File: src/rtl/vcdb_pkg.sv
/*
  Constants and carriers for the virtual core doorbell generator.
  Assumes a single 200 MHz clock and an AHB-Lite master reaching the registers.
*/
// Notes on behaviour
// - Doorbell only for non-resident core with valid settings, request, and a cause.
// - Causing priority must be greater than or equal to the priority floor.
// - Settings invalid at creation; valid after select plus doorbell register write.
// - With locality interrupts the event is a set-edge on a physical interrupt.
// - Doorbell identifier comes from the doorbell register identifier field.
// - Doorbell requested exactly when the request bit is one.
// - Issuing an event clears the request; no more events until re-requested.
// - Request bit follows latest of non-resident report or software write.
// - Non-resident report with request captures the priority floor, readable.
// - Once conditions hold, the event goes out within bounded cycles.
// - Conditions that lapse before issue may or may not give an event.
// - Unreachable identifier: no event, request cleared, software error recorded.
// - VM select reports idle and valid; valid updated on select or doorbell write.
// - VM doorbell register holds one-of-many enable and target core.
// - One-of-many conditions: supported, no resident enabled core, enabled, pending.
// - VM made valid resets its one-of-many doorbell enable.
// - Core select by VM and core identifiers with select bit; idle and valid.
// - Core becoming valid loses all doorbell settings.
package vcdb_pkg;

  localparam int NUM_VM = 2;
  localparam int CORES_PER_VM = 4;
  localparam int PRIO_W = 5;
  localparam int INTERRUPT_IDENTIFIER_W = 16;
  localparam int INTERRUPT_IDENTIFIER_LIMIT = 8192;

  // Register byte offsets
  localparam logic [4:0] OFS_CORE_SEL = 5'h00;
  localparam logic [4:0] OFS_CORE_STAT = 5'h04;
  localparam logic [4:0] OFS_CORE_DB = 5'h08;
  localparam logic [4:0] OFS_VM_SEL = 5'h0c;
  localparam logic [4:0] OFS_VM_STAT = 5'h10;
  localparam logic [4:0] OFS_VM_DB = 5'h14;
  localparam logic [4:0] OFS_SWERR = 5'h18;

  // Field positions
  localparam int SEL_CORE_LSB = 0;
  localparam int SEL_VM_LSB = 8;
  localparam int SEL_S_BIT = 31;
  localparam int STAT_IDLE_BIT = 0;
  localparam int STAT_V_BIT = 1;
  localparam int DB_INTERRUPT_IDENTIFIER_LSB = 0;
  localparam int DB_FLOOR_LSB = 16;
  localparam int DB_OK_BIT = 30;
  localparam int DB_REQ_BIT = 31;
  localparam int VMDB_EN_BIT = 0;
  localparam int VMDB_CORE_LSB = 8;
  localparam int SWERR_V_BIT = 0;
  localparam int SWERR_ID_LSB = 16;
  localparam int ID_FIELD_W = 8;

  localparam logic [31:0] RDATA_RST = 32'h0000_0000;

  // Non-resident report from a processor core
  typedef struct packed {
    logic vld;
    logic [$clog2(NUM_VM*CORES_PER_VM)-1:0] idx;
    logic req;
    logic [PRIO_W-1:0] floor;
  } vcdb_nonres_t;

  // Doorbell event towards the physical pending logic
  typedef struct packed {
    logic vld;
    logic set_edge;
    logic [INTERRUPT_IDENTIFIER_W-1:0] interrupt_identifier;
  } vcdb_event_t;

endpackage

File: src/rtl/vcdb_gen.sv
/*
  Virtual core doorbell generator: register file over AHB-Lite, per-core
  doorbell settings, per-VM one-of-many settings and a scanning event issuer.
  Assumes residency, pending state and validity arrive as synchronous levels.
*/
// The placing of the registers and the AHB-Lite register port were left to the implementer.
module vcdb_gen #(
  parameter int NUM_VM = vcdb_pkg::NUM_VM,
  parameter int CORES_PER_VM = vcdb_pkg::CORES_PER_VM,
  parameter int INTERRUPT_IDENTIFIER_LIMIT = vcdb_pkg::INTERRUPT_IDENTIFIER_LIMIT,
  parameter bit LPI_SUPPORT = 1'b1,
  parameter bit OFN_SUPPORT = 1'b1,
  parameter bit SWERR_SUPPORT = 1'b1
) (
  input wire logic hclk,
  input wire logic hresetn,
  input wire logic hsel,
  input wire logic [31:0] haddr,
  input wire logic [1:0] htrans,
  input wire logic hwrite,
  input wire logic [2:0] hsize,
  input wire logic [31:0] hwdata,
  input wire logic hready,
  output logic hreadyout,
  output logic hresp,
  output logic [31:0] hrdata,
  input wire logic [NUM_VM*CORES_PER_VM-1:0] core_valid,
  input wire logic [NUM_VM*CORES_PER_VM-1:0] core_resident,
  input wire logic [NUM_VM*CORES_PER_VM-1:0] tgt_pend,
  input wire logic [NUM_VM*CORES_PER_VM-1:0][vcdb_pkg::PRIO_W-1:0] tgt_prio,
  input wire vcdb_pkg::vcdb_nonres_t nonres,
  input wire logic [NUM_VM-1:0] vm_valid,
  input wire logic [NUM_VM-1:0] vm_resident_ofn,
  input wire logic [NUM_VM-1:0] ofn_pend,
  input wire logic [NUM_VM-1:0][vcdb_pkg::PRIO_W-1:0] ofn_prio,
  output vcdb_pkg::vcdb_event_t dbell
);
  localparam int N = NUM_VM * CORES_PER_VM;
  localparam int EW = $clog2(N);
  localparam int VW = (NUM_VM > 1) ? $clog2(NUM_VM) : 1;
  localparam int CW = EW - VW;
  localparam int PW = vcdb_pkg::PRIO_W;
  localparam int IW = vcdb_pkg::INTERRUPT_IDENTIFIER_W;
  localparam int FW = vcdb_pkg::ID_FIELD_W;

  // Whole block state in one packed struct. Per-core settings sit in
  // flat arrays indexed by vm*CORES_PER_VM+core. The one-of-many
  // settings are kept per VM. The delayed validity copies give the
  // rising-edge detect that clears settings when a core or VM is made
  // valid. Growing N costs flops linearly and scan latency linearly,
  // but the condition logic stays one copy, shared by the scan.
  typedef struct packed {
    logic [N-1:0] db_ok;
    logic [N-1:0] req;
    logic [N-1:0][PW-1:0] floor;
    logic [N-1:0][IW-1:0] interrupt_identifier;
    logic [N-1:0] core_valid_q;
    logic [NUM_VM-1:0] vm_en;
    logic [NUM_VM-1:0][CW-1:0] vm_tgt;
    logic [NUM_VM-1:0] vm_valid_q;
    logic [EW-1:0] sel_idx;
    logic sel_ok;
    logic [VW-1:0] vm_sel;
    logic vm_ok;
    logic [EW-1:0] scan;
    logic ap_wr;
    logic ap_rd;
    logic [4:0] ap_addr;
    logic [31:0] rdata;
    logic err_vld;
    logic [IW-1:0] err_interrupt_identifier;
    vcdb_pkg::vcdb_event_t evt;
  } vcdb_state_t;

  vcdb_state_t st_ff;
  vcdb_state_t nxt_st;
  logic fire;
  logic [VW-1:0] scan_vm;
  logic [CW-1:0] scan_core;
  logic ofn_cond;

  // Split a flat core index into its VM and core parts
  function automatic logic [VW-1:0] idx_vm(input logic [EW-1:0] idx);
    idx_vm = VW'(idx >> CW);
  endfunction

  function automatic logic [CW-1:0] idx_core(input logic [EW-1:0] idx);
    idx_core = idx[CW-1:0];
  endfunction

  // Identifier field in range for the given count
  function automatic logic id_in_range(input logic [FW-1:0] id, input int count);
    id_in_range = (32'(id) < count);
  endfunction

  // Register read mux; unmapped offsets read zero
  function automatic logic [31:0] read_reg(input vcdb_state_t s, input logic [4:0] a);
    logic [31:0] d;
    d = 32'h0000_0000;
    unique case (a)
      vcdb_pkg::OFS_CORE_SEL: begin
        d[vcdb_pkg::SEL_CORE_LSB +: CW] = idx_core(s.sel_idx);
        d[vcdb_pkg::SEL_VM_LSB +: VW] = idx_vm(s.sel_idx);
      end
      vcdb_pkg::OFS_CORE_STAT: begin
        d[vcdb_pkg::STAT_IDLE_BIT] = 1'b1;
        d[vcdb_pkg::STAT_V_BIT] = s.sel_ok;
      end
      vcdb_pkg::OFS_CORE_DB: begin
        d[vcdb_pkg::DB_INTERRUPT_IDENTIFIER_LSB +: IW] = s.interrupt_identifier[s.sel_idx];
        d[vcdb_pkg::DB_FLOOR_LSB +: PW] = s.floor[s.sel_idx];
        d[vcdb_pkg::DB_OK_BIT] = s.db_ok[s.sel_idx];
        d[vcdb_pkg::DB_REQ_BIT] = s.req[s.sel_idx];
      end
      vcdb_pkg::OFS_VM_SEL: d[0 +: VW] = s.vm_sel;
      vcdb_pkg::OFS_VM_STAT: begin
        d[vcdb_pkg::STAT_IDLE_BIT] = 1'b1;
        d[vcdb_pkg::STAT_V_BIT] = s.vm_ok;
      end
      vcdb_pkg::OFS_VM_DB: begin
        d[vcdb_pkg::VMDB_EN_BIT] = s.vm_en[s.vm_sel];
        d[vcdb_pkg::VMDB_CORE_LSB +: CW] = s.vm_tgt[s.vm_sel];
      end
      vcdb_pkg::OFS_SWERR: begin
        d[vcdb_pkg::SWERR_V_BIT] = s.err_vld;
        d[vcdb_pkg::SWERR_ID_LSB +: IW] = s.err_interrupt_identifier;
      end
      default: d = 32'h0000_0000;
    endcase
    return d;
  endfunction

  // Scan pointer split; one shared checker instead of N copies
  // trades latency for area, since only one core is looked at per cycle
  assign scan_vm = idx_vm(st_ff.scan);
  assign scan_core = idx_core(st_ff.scan);

  assign ofn_cond = OFN_SUPPORT && !vm_resident_ofn[scan_vm] && st_ff.vm_en[scan_vm]
                    && ofn_pend[scan_vm];

  // Condition check for the core under scan
  vcdb_check #(
    .PRIO_W(PW)
  ) u_check (
    .nonresident(!core_resident[st_ff.scan]),
    .settings_ok(st_ff.db_ok[st_ff.scan]),
    .requested(st_ff.req[st_ff.scan]),
    .floor(st_ff.floor[st_ff.scan]),
    .tgt_pend(tgt_pend[st_ff.scan]),
    .tgt_prio(tgt_prio[st_ff.scan]),
    .ofn_cond(ofn_cond),
    .is_ofn_target(st_ff.vm_tgt[scan_vm] == scan_core),
    .ofn_prio(ofn_prio[scan_vm]),
    .fire(fire)
  );

  // Next state
  always_comb begin
    logic [EW-1:0] wi;
    logic [VW-1:0] wv;
    logic unreach;
    wi = st_ff.sel_idx;
    wv = st_ff.vm_sel;
    unreach = 1'b0;
    nxt_st = st_ff;
    nxt_st.core_valid_q = core_valid;
    nxt_st.vm_valid_q = vm_valid;
    nxt_st.evt.vld = 1'b0;

    // fresh core holds no doorbell settings
    for (int i = 0; i < N; i++) begin
      if (core_valid[i] && !st_ff.core_valid_q[i]) begin
        nxt_st.db_ok[i] = 1'b0;
        nxt_st.req[i] = 1'b0;
        nxt_st.floor[i] = '0;
        nxt_st.interrupt_identifier[i] = '0;
      end
    end
    for (int v = 0; v < NUM_VM; v++) begin
      if (vm_valid[v] && !st_ff.vm_valid_q[v]) begin
        nxt_st.vm_en[v] = 1'b0;
      end
    end

    // lapsed conditions skipped
    // Conditions are only judged on the scan visit; a brief cause gone by then gives nothing
    // Round-robin scan bounds the issue latency to N cycles
    nxt_st.scan = (32'(st_ff.scan) == N - 1) ? '0 : EW'(st_ff.scan + 1'b1);
    if (fire) begin
      unreach = 32'(st_ff.interrupt_identifier[st_ff.scan]) >= INTERRUPT_IDENTIFIER_LIMIT;
      nxt_st.req[st_ff.scan] = 1'b0;
      if (unreach) begin
        if (SWERR_SUPPORT) begin
          nxt_st.err_vld = 1'b1;
          nxt_st.err_interrupt_identifier = st_ff.interrupt_identifier[st_ff.scan];
        end
      end else begin
        nxt_st.evt.vld = 1'b1;
        nxt_st.evt.set_edge = LPI_SUPPORT;
        nxt_st.evt.interrupt_identifier = st_ff.interrupt_identifier[st_ff.scan];
      end
    end

    if (nonres.vld && 32'(nonres.idx) < N) begin
      nxt_st.req[nonres.idx] = nonres.req;
      if (nonres.req) begin
        nxt_st.floor[nonres.idx] = nonres.floor;
      end
    end

    // AHB data phase: write applied, read captured
    nxt_st.ap_wr = 1'b0;
    nxt_st.ap_rd = 1'b0;
    if (st_ff.ap_rd) begin
      nxt_st.rdata = read_reg(st_ff, st_ff.ap_addr);
    end
    if (st_ff.ap_wr) begin
      unique case (st_ff.ap_addr)
        vcdb_pkg::OFS_CORE_SEL: begin
          // select core by VM and core id
          if (hwdata[vcdb_pkg::SEL_S_BIT]) begin
            wi = EW'((32'(hwdata[vcdb_pkg::SEL_VM_LSB +: FW]) << CW)
                 | 32'(hwdata[vcdb_pkg::SEL_CORE_LSB +: FW]));
            nxt_st.sel_idx = wi;
            nxt_st.sel_ok = id_in_range(hwdata[vcdb_pkg::SEL_VM_LSB +: FW], NUM_VM)
                            && id_in_range(hwdata[vcdb_pkg::SEL_CORE_LSB +: FW],
                                           CORES_PER_VM)
                            && core_valid[wi];
          end
        end
        vcdb_pkg::OFS_CORE_DB: begin
          nxt_st.sel_ok = core_valid[wi];
          if (core_valid[wi]) begin
            nxt_st.db_ok[wi] = 1'b1;
            nxt_st.req[wi] = hwdata[vcdb_pkg::DB_REQ_BIT];
            nxt_st.floor[wi] = hwdata[vcdb_pkg::DB_FLOOR_LSB +: PW];
            nxt_st.interrupt_identifier[wi] = hwdata[vcdb_pkg::DB_INTERRUPT_IDENTIFIER_LSB +: IW];
          end
        end
        vcdb_pkg::OFS_VM_SEL: begin
          wv = VW'(hwdata[0 +: FW]);
          nxt_st.vm_sel = wv;
          nxt_st.vm_ok = id_in_range(hwdata[0 +: FW], NUM_VM) && vm_valid[wv];
        end
        vcdb_pkg::OFS_VM_DB: begin
          nxt_st.vm_ok = vm_valid[wv];
          if (vm_valid[wv]) begin
            nxt_st.vm_en[wv] = hwdata[vcdb_pkg::VMDB_EN_BIT];
            nxt_st.vm_tgt[wv] = hwdata[vcdb_pkg::VMDB_CORE_LSB +: CW];
          end
        end
        vcdb_pkg::OFS_SWERR: begin
          // Write one clears; a new error this cycle wins
          if (hwdata[vcdb_pkg::SWERR_V_BIT] && !(fire && unreach && SWERR_SUPPORT)) begin
            nxt_st.err_vld = 1'b0;
          end
        end
        default: nxt_st.vm_ok = st_ff.vm_ok;
      endcase
    end

    // AHB address phase; reads take one wait state
    // The wait state lets the read mux come from flops, keeping hrdata registered
    if (hsel && hready && htrans[1]) begin
      nxt_st.ap_wr = hwrite;
      nxt_st.ap_rd = !hwrite;
      nxt_st.ap_addr = haddr[4:0] & 5'h1c;
      if (haddr[31:5] != 27'h0000000) begin
        nxt_st.ap_addr = 5'h1c;
      end
    end
  end

  // State register
  // Reset clears everything, so inputs already high at release look like
  // fresh validity and wipe settings once more; harmless, all are zero
  always_ff @(posedge hclk or negedge hresetn) begin
    if (!hresetn) begin
      st_ff <= '0;
    end else begin
      st_ff <= nxt_st;
    end
  end

  // Bus outputs; the response is always OKAY, errors go to the status register
  assign hreadyout = !st_ff.ap_rd;
  assign hresp = 1'b0;
  assign hrdata = st_ff.rdata;
  assign dbell = st_ff.evt;
endmodule

File: src/rtl/vcdb_check.sv
/*
  Doorbell condition check for one indexed virtual core.
  Assumes all inputs are stable levels for the element under test.
*/
module vcdb_check #(
  parameter int PRIO_W = vcdb_pkg::PRIO_W
) (
  input wire logic nonresident,
  input wire logic settings_ok,
  input wire logic requested,
  input wire logic [PRIO_W-1:0] floor,
  input wire logic tgt_pend,
  input wire logic [PRIO_W-1:0] tgt_prio,
  input wire logic ofn_cond,
  input wire logic is_ofn_target,
  input wire logic [PRIO_W-1:0] ofn_prio,
  output logic fire
);
  logic tgt_hit;
  logic ofn_hit;

  assign tgt_hit = tgt_pend && (tgt_prio >= floor);
  assign ofn_hit = ofn_cond && is_ofn_target && (ofn_prio >= floor);
  assign fire = nonresident && settings_ok && requested && (tgt_hit || ofn_hit);
endmodule

File: config.mk
export PLATFORM = sky130hd
export DESIGN_NAME = vcdb_gen
export DESIGN_NICKNAME = d
export VERILOG_FILES = /design/src/rtl/vcdb_pkg.sv /design/src/rtl/vcdb_gen.sv /design/src/rtl/vcdb_check.sv
export SDC_FILE = /design/constraint.sdc
export NUM_CORES = 1
export LEC_CHECK = 0
export BUFFER_PORTS_ARGS = -buffer_cell sky130_fd_sc_hd__buf_4
export CAP_MARGIN = 0
export CORE_ASPECT_RATIO = 0.9
export CORE_MARGIN = 5
export CORE_UTILIZATION = 45
export DETAILED_ROUTE_END_ITERATION = 6
export PLACE_DENSITY = 0.62
export SLEW_MARGIN = 5
export SYNTH_ARGS = -nofsm -noshare
export SYNTH_HDL_FRONTEND = slang
export SYNTH_SLANG_ARGS = --single-unit
File: constraint.sdc
create_clock -name hclk -period 7.95 [get_ports hclk]
set_input_delay 1.9875 -clock hclk [delete_from_list [all_inputs] [get_ports hclk]]
set_output_delay 1.9875 -clock hclk [all_outputs]
set_load 0.05 [all_outputs]
## Word-level counts from Yosys, hierarchy flattened

Cells that the tools add are included.

| storage, ports and cells | value |
|---|---|
| flip-flop bits (word level) | 283 |
| input bits | 164 |
| output and inout bits | 52 |
| logic and storage cells | 258 |

| cells by class | value |
|---|---|
| add/sub/neg operators | 1 |
| order comparisons | 17 |
| equality and inequality tests | 9 |
| multiplexer cells | 132 |
| bitwise logic cells | 5 |
| reduce and logical (&&, ||, !) cells | 57 |

Operators with widths:

| operator | number |
|---|---|
| $mux W184 | 3 |
| $mux W16 | 11 |
| $bwmux W128 | 1 |
| $bmux W16 S3 | 2 |
| $bwmux W40 | 2 |
| $mux W5 | 16 |
| $demux W16 S3 | 1 |
| $mux W48 | 1 |
| $mux W1 | 47 |
| $bmux W5 S3 | 3 |
| $mux W40 | 1 |
| $mux W35 | 1 |
| $demux W5 S3 | 2 |
| $mux W6 | 5 |
| $logic_and A1 B1 Y1 | 29 |
| $reduce_bool A27 Y1 | 1 |
| $bmux W1 S3 | 8 |
| $mux W18 | 1 |
| $mux W17 | 1 |
| $bwmux W8 | 2 |
| $ge A16 B14 Y1 const B | 1 |
| $lt A3 B4 Y1 const B | 4 |
| $lt A8 B2 Y1 const B | 2 |
| $eq A5 B5 Y1 const B | 3 |
| other kinds (39) | 73 |

## Longest topological paths before layout

Gate-level depths: netlist of run 1.

| depth | value |
|---|---|
| depth in word-level cells | 16 |
| gate-level depth with buffers | 18 |

## Cells and area by module

A second synthesis of run 1 with hierarchy kept.

| second synthesis, totals | value |
|---|---|
| cells, all modules | 1593 |
| area, all modules | 15646.3 µm² |

Modules (own cells, without submodules):

| module | instances | cells each | area an instance (µm²) | seq. area each (µm²) |
|---|---|---|---|---|
| vcdb_gen | 1 | 1561 | 15407.3 | 7031.7 |
| vcdb_check | 1 | 32 | 239.0 | 0.0 |

## Least setup slack after synthesis of run 1

No wires, ideal clock.

| path | value |
|---|---|
| path kind | input to register |
| from | input tgt_prio[36] (netlist bit) |
| to | register st_ff[25] (netlist bit) |
| library setup time | 0.125 ns |
| arrival time | 4.268 ns |
| required time | 7.825 ns |
| path slack | 3.557 ns |
| cell stages on the path | 11 |
| cell sequence | mux4_2 mux2_2 ha_1 nand2_1 o21ai_0 a31oi_1 o32ai_2 and3_1 buf_4 buf_6 mux2_2 |

| between the ends | value |
|---|---|
| word-level cells in the longest chain between the ends | 7 |

Ends and longest elaborated chain:

| what | RTL line | RTL |
|---|---|---|
| start: declaration | vcdb_gen.sv:30 | `input wire logic [NUM_VM*CORES_PER_VM-1:0][vcdb_pkg::PRIO_W-1:0] tgt_prio,` |
| $bmux W5 S3 | vcdb_gen.sv:150 | `.tgt_prio(tgt_prio[st_ff.scan]),` |
| $mux W5 (not written as such) | vcdb_gen.sv:150 |  |
| $ge A5 B5 Y1 | vcdb_check.sv:22 | `assign tgt_hit = tgt_pend && (tgt_prio >= floor);` |
| $logic_and A1 B1 Y1 | vcdb_check.sv:22 |  |
| $logic_or A1 B1 Y1 | vcdb_check.sv:24 | `assign fire = nonresident && settings_ok && requested && (tgt_hit \|\| ofn_hit);` |
| $logic_and A1 B1 Y1 | vcdb_check.sv:24 |  |
| $reduce_and A2 Y1 (no line) | n/a |  |
| end signal: assignment | vcdb_gen.sv:281 | `st_ff <= nxt_st;` |
| end: declaration | vcdb_gen.sv:75 | `vcdb_state_t st_ff;` |

Every way passes these cells. The select of a mux whose other input is x is not followed.
A chain may end at the register's enable or synchronous reset.

## Final worst setup path of run 1

| path | value |
|---|---|
| from | register st_ff (netlist bit scan_vm) |
| to | register st_ff[21] (netlist bit) |

| between the ends | value |
|---|---|
| word-level cells in the longest chain between the ends | 10 |
| elaborated cells between the ends (all ways) | 40 |

Ends and longest elaborated chain:

| what |
|---|
| branches (longest 10 deep; another with $ge A16 B14 Y1) |

Several ways; the timed one is not identified. The select of a mux whose other input is x is not followed.

==> impl_metrics.py, run 1 <==
metrics = {
    "sta": {
        "worst_pin_slew_ns": 1.23,
        "hold_violations": 0,
        "setup_tns_ns": 0,
        "skew_ns": 0.0249,
        "finalMaxSlewViolations": 0,
        "setup_viol": 0,
        "fin_crit_ns": 4.85,
        "slew_headroom": 0.175,
        "fin_crit_sh": 0.610,
        "max_clock_freq_ghz": 0.206,
        "rsz0062_at_grt": "false",
        "setup_slack_ns": 3.10,
    },
    "cts": {
        "cts_tree": "yes",
        "cts.sinks": 281,
        "clk_pin_slew_ns": 0.06,
        "clock_latency_ns": 0.53,
        "h-tree-depth": 2,
        "cts_resized": 0,
        "cts.root.buffer_cell": "clkbuf_16",
        "clock_tree.buffer_depth": 3,
        "cts_buffers": 34,
        "post_cts_buffers": 0,
        "cts_hold_buffers": 0,
    },
    "finish": {
        "syn_to_final_growth_pct": 16.8,
        "n_antenna_cell": 0,
        "layout_common_cells": "dfrtp_1 (278), buf_4 (221), nand3_1 (155)",
        "drive_above_1_share": 0.247,
        "nFillCells": 3113,
        "final_common_cell": "dfrtp_1",
        "finish.net_count": 1791,
    },
    "floorplan": {
        "start_util": 0.452,
        "die_height_um": 185,
        "dieArea_um2": 37700,
        "core_region_area_um2": 33800,
        "ios": 216,
        "die_w_um": 204,
        "num_rows": 64,
    },
    "route": {
        "firstDrtPassIters": 5,
        "drt_iter0_drc": 1627,
        "vias": 13200,
        "viasPerCell": 6.28,
        "wirelength_mm": 52.8,
        "ant_nets": 0,
        "wl_per_cell_um": 25.1,
        "drcViolationCount": 0,
    },
    "synth": {
        "syn_nets": 1711,
        "synth.avg_cell_area_um2": 9.95,
        "ys_ff_latch": 281,
        "yosysSeqAreaShare": 0.460,
        "async_flop_share": 1.00,
        "syn_area_um2": 15300,
        "synth_edf_count": 0,
        "netlist_instances": 1535,
        "yosysWarnings": 0,
        "ys_types": 73,
        "synth_ff_type": "dfrtp_1",
    },
    "grt": {
        "met3_usage": 0.0604,
        "use_met2": 0.411,
        "grt_max_degree": 134,
        "grt_use_total": 0.273,
        "grt_first_pass_wirelength_mm": 79.6,
        "grt_antenna_before_repair": 3,
        "grt-ovfl-total": 0,
        "grt_pass1_vias": 12900,
        "grt-busiest-layer": "met2",
        "use_met1": 0.397,
    },
    "place": {
        "dp_hpwl_mm": 33.1,
        "io_buffers": 198,
        "gp_congestion": 0.926,
        "pre_cts_ws_ns": 2.64,
    },
    "setup_path": {
        "worstSetupStartpointType": "register",
        "r2r_slack_ns": 3.10,
        "r2r-end": "st_ff[21]",
        "required_ns": 8.35,
        "startpoint": "scan_vm",
        "reg2reg_from": "scan_vm",
        "worstSetupEndpointType": "register",
        "critPathKind": "register to register",
        "cp.arrival_ns": 5.24,
        "crit_fanout": 36,
        "worst_r2r_path_depth": 12,
    },
    "pwr": {
        "p_clk_frac": 0.487,
        "comb_power_share": 0.072,
        "p_sw_uw": 800,
        "intPower_uw": 2530,
        "pwr-share-seq": 0.441,
        "swShare": 0.240,
        "ir_worst_vdd_mv": 0.123,
        "p_leak_uw": 0.00805,
        "power_density_nw_per_um2": 187,
    },
    "min_path": {
        "hold_depth": 1,
        "worstHoldEndpoint": "dbell[16]",
        "hold_path_class": "register to register",
        "min_from": "dbell[16]",
    },
    "run_status": {
        "status": "completed",
    },
    "flow_run": {
        "max-cap-violations": 0,
    },
}
## worst max-delay path: stages (launching register included)
cell,delay [ns]
dfrtp_2,0.94
buf_4,0.58
mux2_2,0.42
a22oi_1,0.20
o22ai_1,0.10
a221oi_1,0.26
ha_1,0.17
nor2b_1,0.04
o21ai_0,0.18
a31oi_1,0.18
o32ai_2,0.29
and3_1,0.94
mux2_2,0.41
## stage by stage
stage / power [uW] / hold WS, ns / utilization / std cells / area, um2
finish: 3330 / 0.469 / 0.528 / 2101 / 17800
CTS: 3350 / 0.475 / 0.528 / 2101 / 17800
global placement: 1730 / 0.453 / 0.493 / 2041 / 16700
floorplan: 1590 / 0.436 / - / 1535 / 15300
detailed placement: 1730 / 0.457 / 0.493 / 2041 / 16700
global route: 3430 / 0.502 / 0.528 / 2101 / 17800
## metal layers
| metal | part of all wire | vias to the layer above |
|---|---|---|
| met3 | 0.11 | 132 |
| met5 | 0.00068 | - |
| met1 | 0.42 | 6428 |
| li1 | - | 5805 |
| met2 | 0.43 | 815 |
| met4 | 0.033 | 6 |
## how the worst max path moves through the flow
stage / endpoint / slack (ns) / cells past startpoint
final: st_ff[21] / 3.10 / 12
after global routing: st_ff[18] / 2.92 / 12
after CTS: st_ff[21] / 3.12 / 12
after detailed placement: st_ff[24] / 2.64 / 10
after global placement: st_ff[26] / 2.69 / 10
after floorplan: st_ff[25] / 3.56 / 11
## cell type report
type / instances / area [um2] / area share
Clock buffer: 44 / 958 / 0.0537
Clock inverter: 16 / 206 / 0.0116
Inverter: 28 / 105 / 0.00589
Multi-Input combinational cell: 1047 / 7250 / 0.407
Sequential cell: 281 / 7040 / 0.395
Tap cell: 462 / 578 / 0.0324
Timing Repair Buffer: 223 / 1690 / 0.0950
## power by group through the flow
stage                     clock network (uW)  logic (uW)  registers, uW
final                                   1620         239           1470
after global routing                    1700         261           1470
after CTS                               1640         240           1470
after detailed placement                   0         239           1490
after global placement                     0         235           1490
after floorplan                            0         107           1490
## registers in the layout (all words and copies together) (netlist names), named ones only
register and cells:
scan_core 2, dbell 18, scan_vm 1, hrdata 32, st_ff 224
## cell usage after synthesis, types with 4 or more instances
master / number / area [um2]
nand2_1: 102 / 383
nand4_1: 11 / 68.8
o2bb2ai_1: 6 / 52.6
nand2b_1: 22 / 138
a22oi_1: 75 / 563
a31oi_1: 27 / 169
mux2_2: 54 / 608
nor2_1: 82 / 308
o211ai_1: 5 / 37.5
nor3_1: 11 / 55.1
dfrtp_1: 281 / 7030
nor3b_1: 7 / 52.6
and2_1: 8 / 50.1
clkbuf_1: 81 / 304
nor4_1: 10 / 62.6
nand3_2: 4 / 40.0
buf_1: 19 / 71.3
a211oi_1: 4 / 30.0
a22o_1: 35 / 307
nand3b_1: 7 / 52.6
nor2b_1: 11 / 68.8
clkbuf_2: 5 / 25.0
a21o_1: 5 / 37.5
o21ai_1: 21 / 105
and3_1: 26 / 163
buf_2: 19 / 95.1
buf_4: 54 / 405
a21oi_1: 78 / 390
ha_1: 12 / 150
mux4_2: 43 / 968
mux2i_1: 24 / 240
o21ai_0: 130 / 651
nand3_1: 155 / 776
a221oi_1: 15 / 131
inv_1: 28 / 105
## cells by family after synthesis
| group | share of synthesized area |
|---|---|
| AOI/OAI and AO/OA | 0.181 |
| xor gates and xnor gates | 0.00172 |
| adders and majority gates | 0.00983 |
| buffers and inverters | 0.0666 |
| DFF | 0.460 |
| muxes | 0.120 |
| other | 0.000246 |
| and+or+nand+nor | 0.160 |
(Power assumes the default switching activity.)
==> inputs of run 2 (changes only) <==
==> constraint.sdc (replaced) <==
create_clock -name hclk -period 4.7 [get_ports hclk]
set_input_delay 1.175 -clock hclk [delete_from_list [all_inputs] [get_ports hclk]]
set_output_delay 1.175 -clock hclk [all_outputs]
set_load 0.05 [all_outputs]
==> impl_metrics.py, run 2 (same netlist as run 1, synthesis figures left out) <==
metrics = {
    "cts": {
        "post_cts_buffers": 0,
        "cts_resized": 0,
        "clk_pin_slew_ns": 0.06,
        "cts.root.buffer_cell": "clkbuf_16",
        "cts.sinks": 281,
        "cts_tree": "yes",
        "cts_hold_buffers": 0,
        "h-tree-depth": 1,
        "cts_buffers": 31,
        "clock_tree.buffer_depth": 3,
        "clock_latency_ns": 0.58,
    },
    "min_path": {
        "hold_depth": 1,
        "hold_path_class": "register to register",
        "min_from": "dbell[16]",
    },
    "grt": {
        "grt-ovfl-total": 0,
        "grt_use_total": 0.276,
        "grt_antenna_before_repair": 2,
        "grt_max_degree": 108,
        "grt_first_pass_wirelength_mm": 80.6,
        "grt_pass1_vias": 13200,
    },
    "floorplan": {
        "dieArea_um2": 37700,
        "core_region_area_um2": 33800,
        "die_height_um": 185,
        "die_w_um": 204,
        "start_util": 0.452,
        "num_rows": 64,
        "ios": 216,
    },
    "sta": {
        "rsz0062_at_grt": "false",
        "worst_pin_slew_ns": 1.20,
        "hold_violations": 0,
        "skew_ns": 0.0276,
        "fin_crit_sh": 0.857,
        "finalMaxSlewViolations": 0,
        "slew_headroom": 0.196,
        "fin_crit_ns": 4.03,
        "max_clock_freq_ghz": 0.248,
        "setup_viol": 0,
        "setup_tns_ns": 0,
    },
    "setup_path": {
        "worstSetupEndpointType": "register",
        "critPathKind": "register to register",
        "startpoint": "scan_vm",
        "worst_r2r_path_depth": 11,
        "cp.arrival_ns": 4.48,
        "reg2reg_from": "scan_vm",
        "crit_fanout": 26,
        "worstSetupStartpointType": "register",
        "required_ns": 5.15,
    },
    "route": {
        "drcViolationCount": 3,
        "vias": 13200,
        "wl_per_cell_um": 25.1,
        "drt_iter0_drc": 1490,
        "firstDrtPassIters": 7,
        "wl_met3_mm": 6.06,
        "wirelength_mm": 53.1,
        "wl_met1_mm": 22.0,
        "ant_nets": 0,
        "met2_wirelength_mm": 23.3,
        "viasPerCell": 6.25,
        "routed.top_layer": "met5",
    },
    "finish": {
        "post-route-util": 0.531,
        "largest_reg_flops": 224,
        "final_common_cell": "dfrtp_1",
        "largest_register": "st_ff",
        "final_area_um2": 17900,
        "layout_common_cells": "dfrtp_1 (278), buf_4 (237), nand3_1 (155)",
        "syn_to_final_growth_pct": 17.4,
        "finish.net_count": 1805,
        "drive_above_1_share": 0.254,
    },
    "pwr": {
        "power_density_nw_per_um2": 309,
        "total_power_uw": 5530,
        "p_leak_uw": 0.00811,
        "ir_worst_vdd_mv": 0.321,
    },
    "place": {
        "postPlaceCellArea_um2": 16800,
        "io_buffers": 198,
        "gp_congestion": 0.929,
        "dp_hpwl_mm": 34.1,
    },
    "run_status": {
        "status": "finished with violations",
        "violations": "DRC",
    },
    "flow_run": {
        "max-cap-violations": 0,
    },
}
[run 2: cell count changes in the layout (fill, tap and decap cells not counted), moves of 2 or more]
cell and change:
buf_4 +16, clkbuf_16 -3, diode_2 +2, inv_6 -3
[run 2: area by class of cell]
cell class | instances | area (um2)
Sequential cell | 281 | 7040
Clock inverter | 15 | 221
Fill cell | 3063 | 15900
Timing Repair Buffer | 240 | 1830
Multi-Input combinational cell | 1047 | 7260
Antenna cell | 2 | 5.00
Clock buffer | 42 | 897
Inverter | 28 | 105
Tap cell | 462 | 578
[run 2: path summary, 6_finish.rpt]
kind	endpoint	slack, ns
max	st_ff[21]	0.67
min	dbell[16]	0.48
max reg2reg	st_ff[21]	0.67
min reg2reg	dbell[16]	0.48
max in group asynchronous	hrdata[4]	3.08
min in group asynchronous	st_ff[94]	0.57
[run 2: metrics by stage]
step | hold WS (ns) | worst slack [ns] | cells
CTS | 0.481 | 0.745 | 2115
global placement | 0.453 | 0.673 | 2058
finish | 0.476 | 0.670 | 2117
floorplan | 0.436 | 0.697 | 1535
detailed placement | 0.469 | 0.668 | 2058
global route | 0.503 | 0.507 | 2115
[run 2: critical path, stage by stage (launching register included)]
cell and delay (ns):
dfrtp_2 0.76, mux2i_1 0.25, a211oi_1 0.09, a211oi_1 0.68
ha_1 0.30, o21ai_0 0.08, o21ai_0 0.14, a21oi_1 0.15
o32ai_2 0.52, and3_1 0.23, buf_4 0.30, mux2_2 0.37
[run 2: metal layers]
metal  up-vias  GRT usage
li1       5850          -
met1      6400      0.389
met2       820      0.424
met3       149     0.0667
met4         2     0.0903
met5         -          0
[run 2: power by group]
| group | switching, uW | internal (uW) | leakage, uW |
|---|---|---|---|
| clock network | 1030 | 1610 | 0.000555 |
| logic | 248 | 160 | 0.00373 |
| registers | 31.2 | 2460 | 0.00383 |
| total | 1310 | 4230 | 0.00811 |
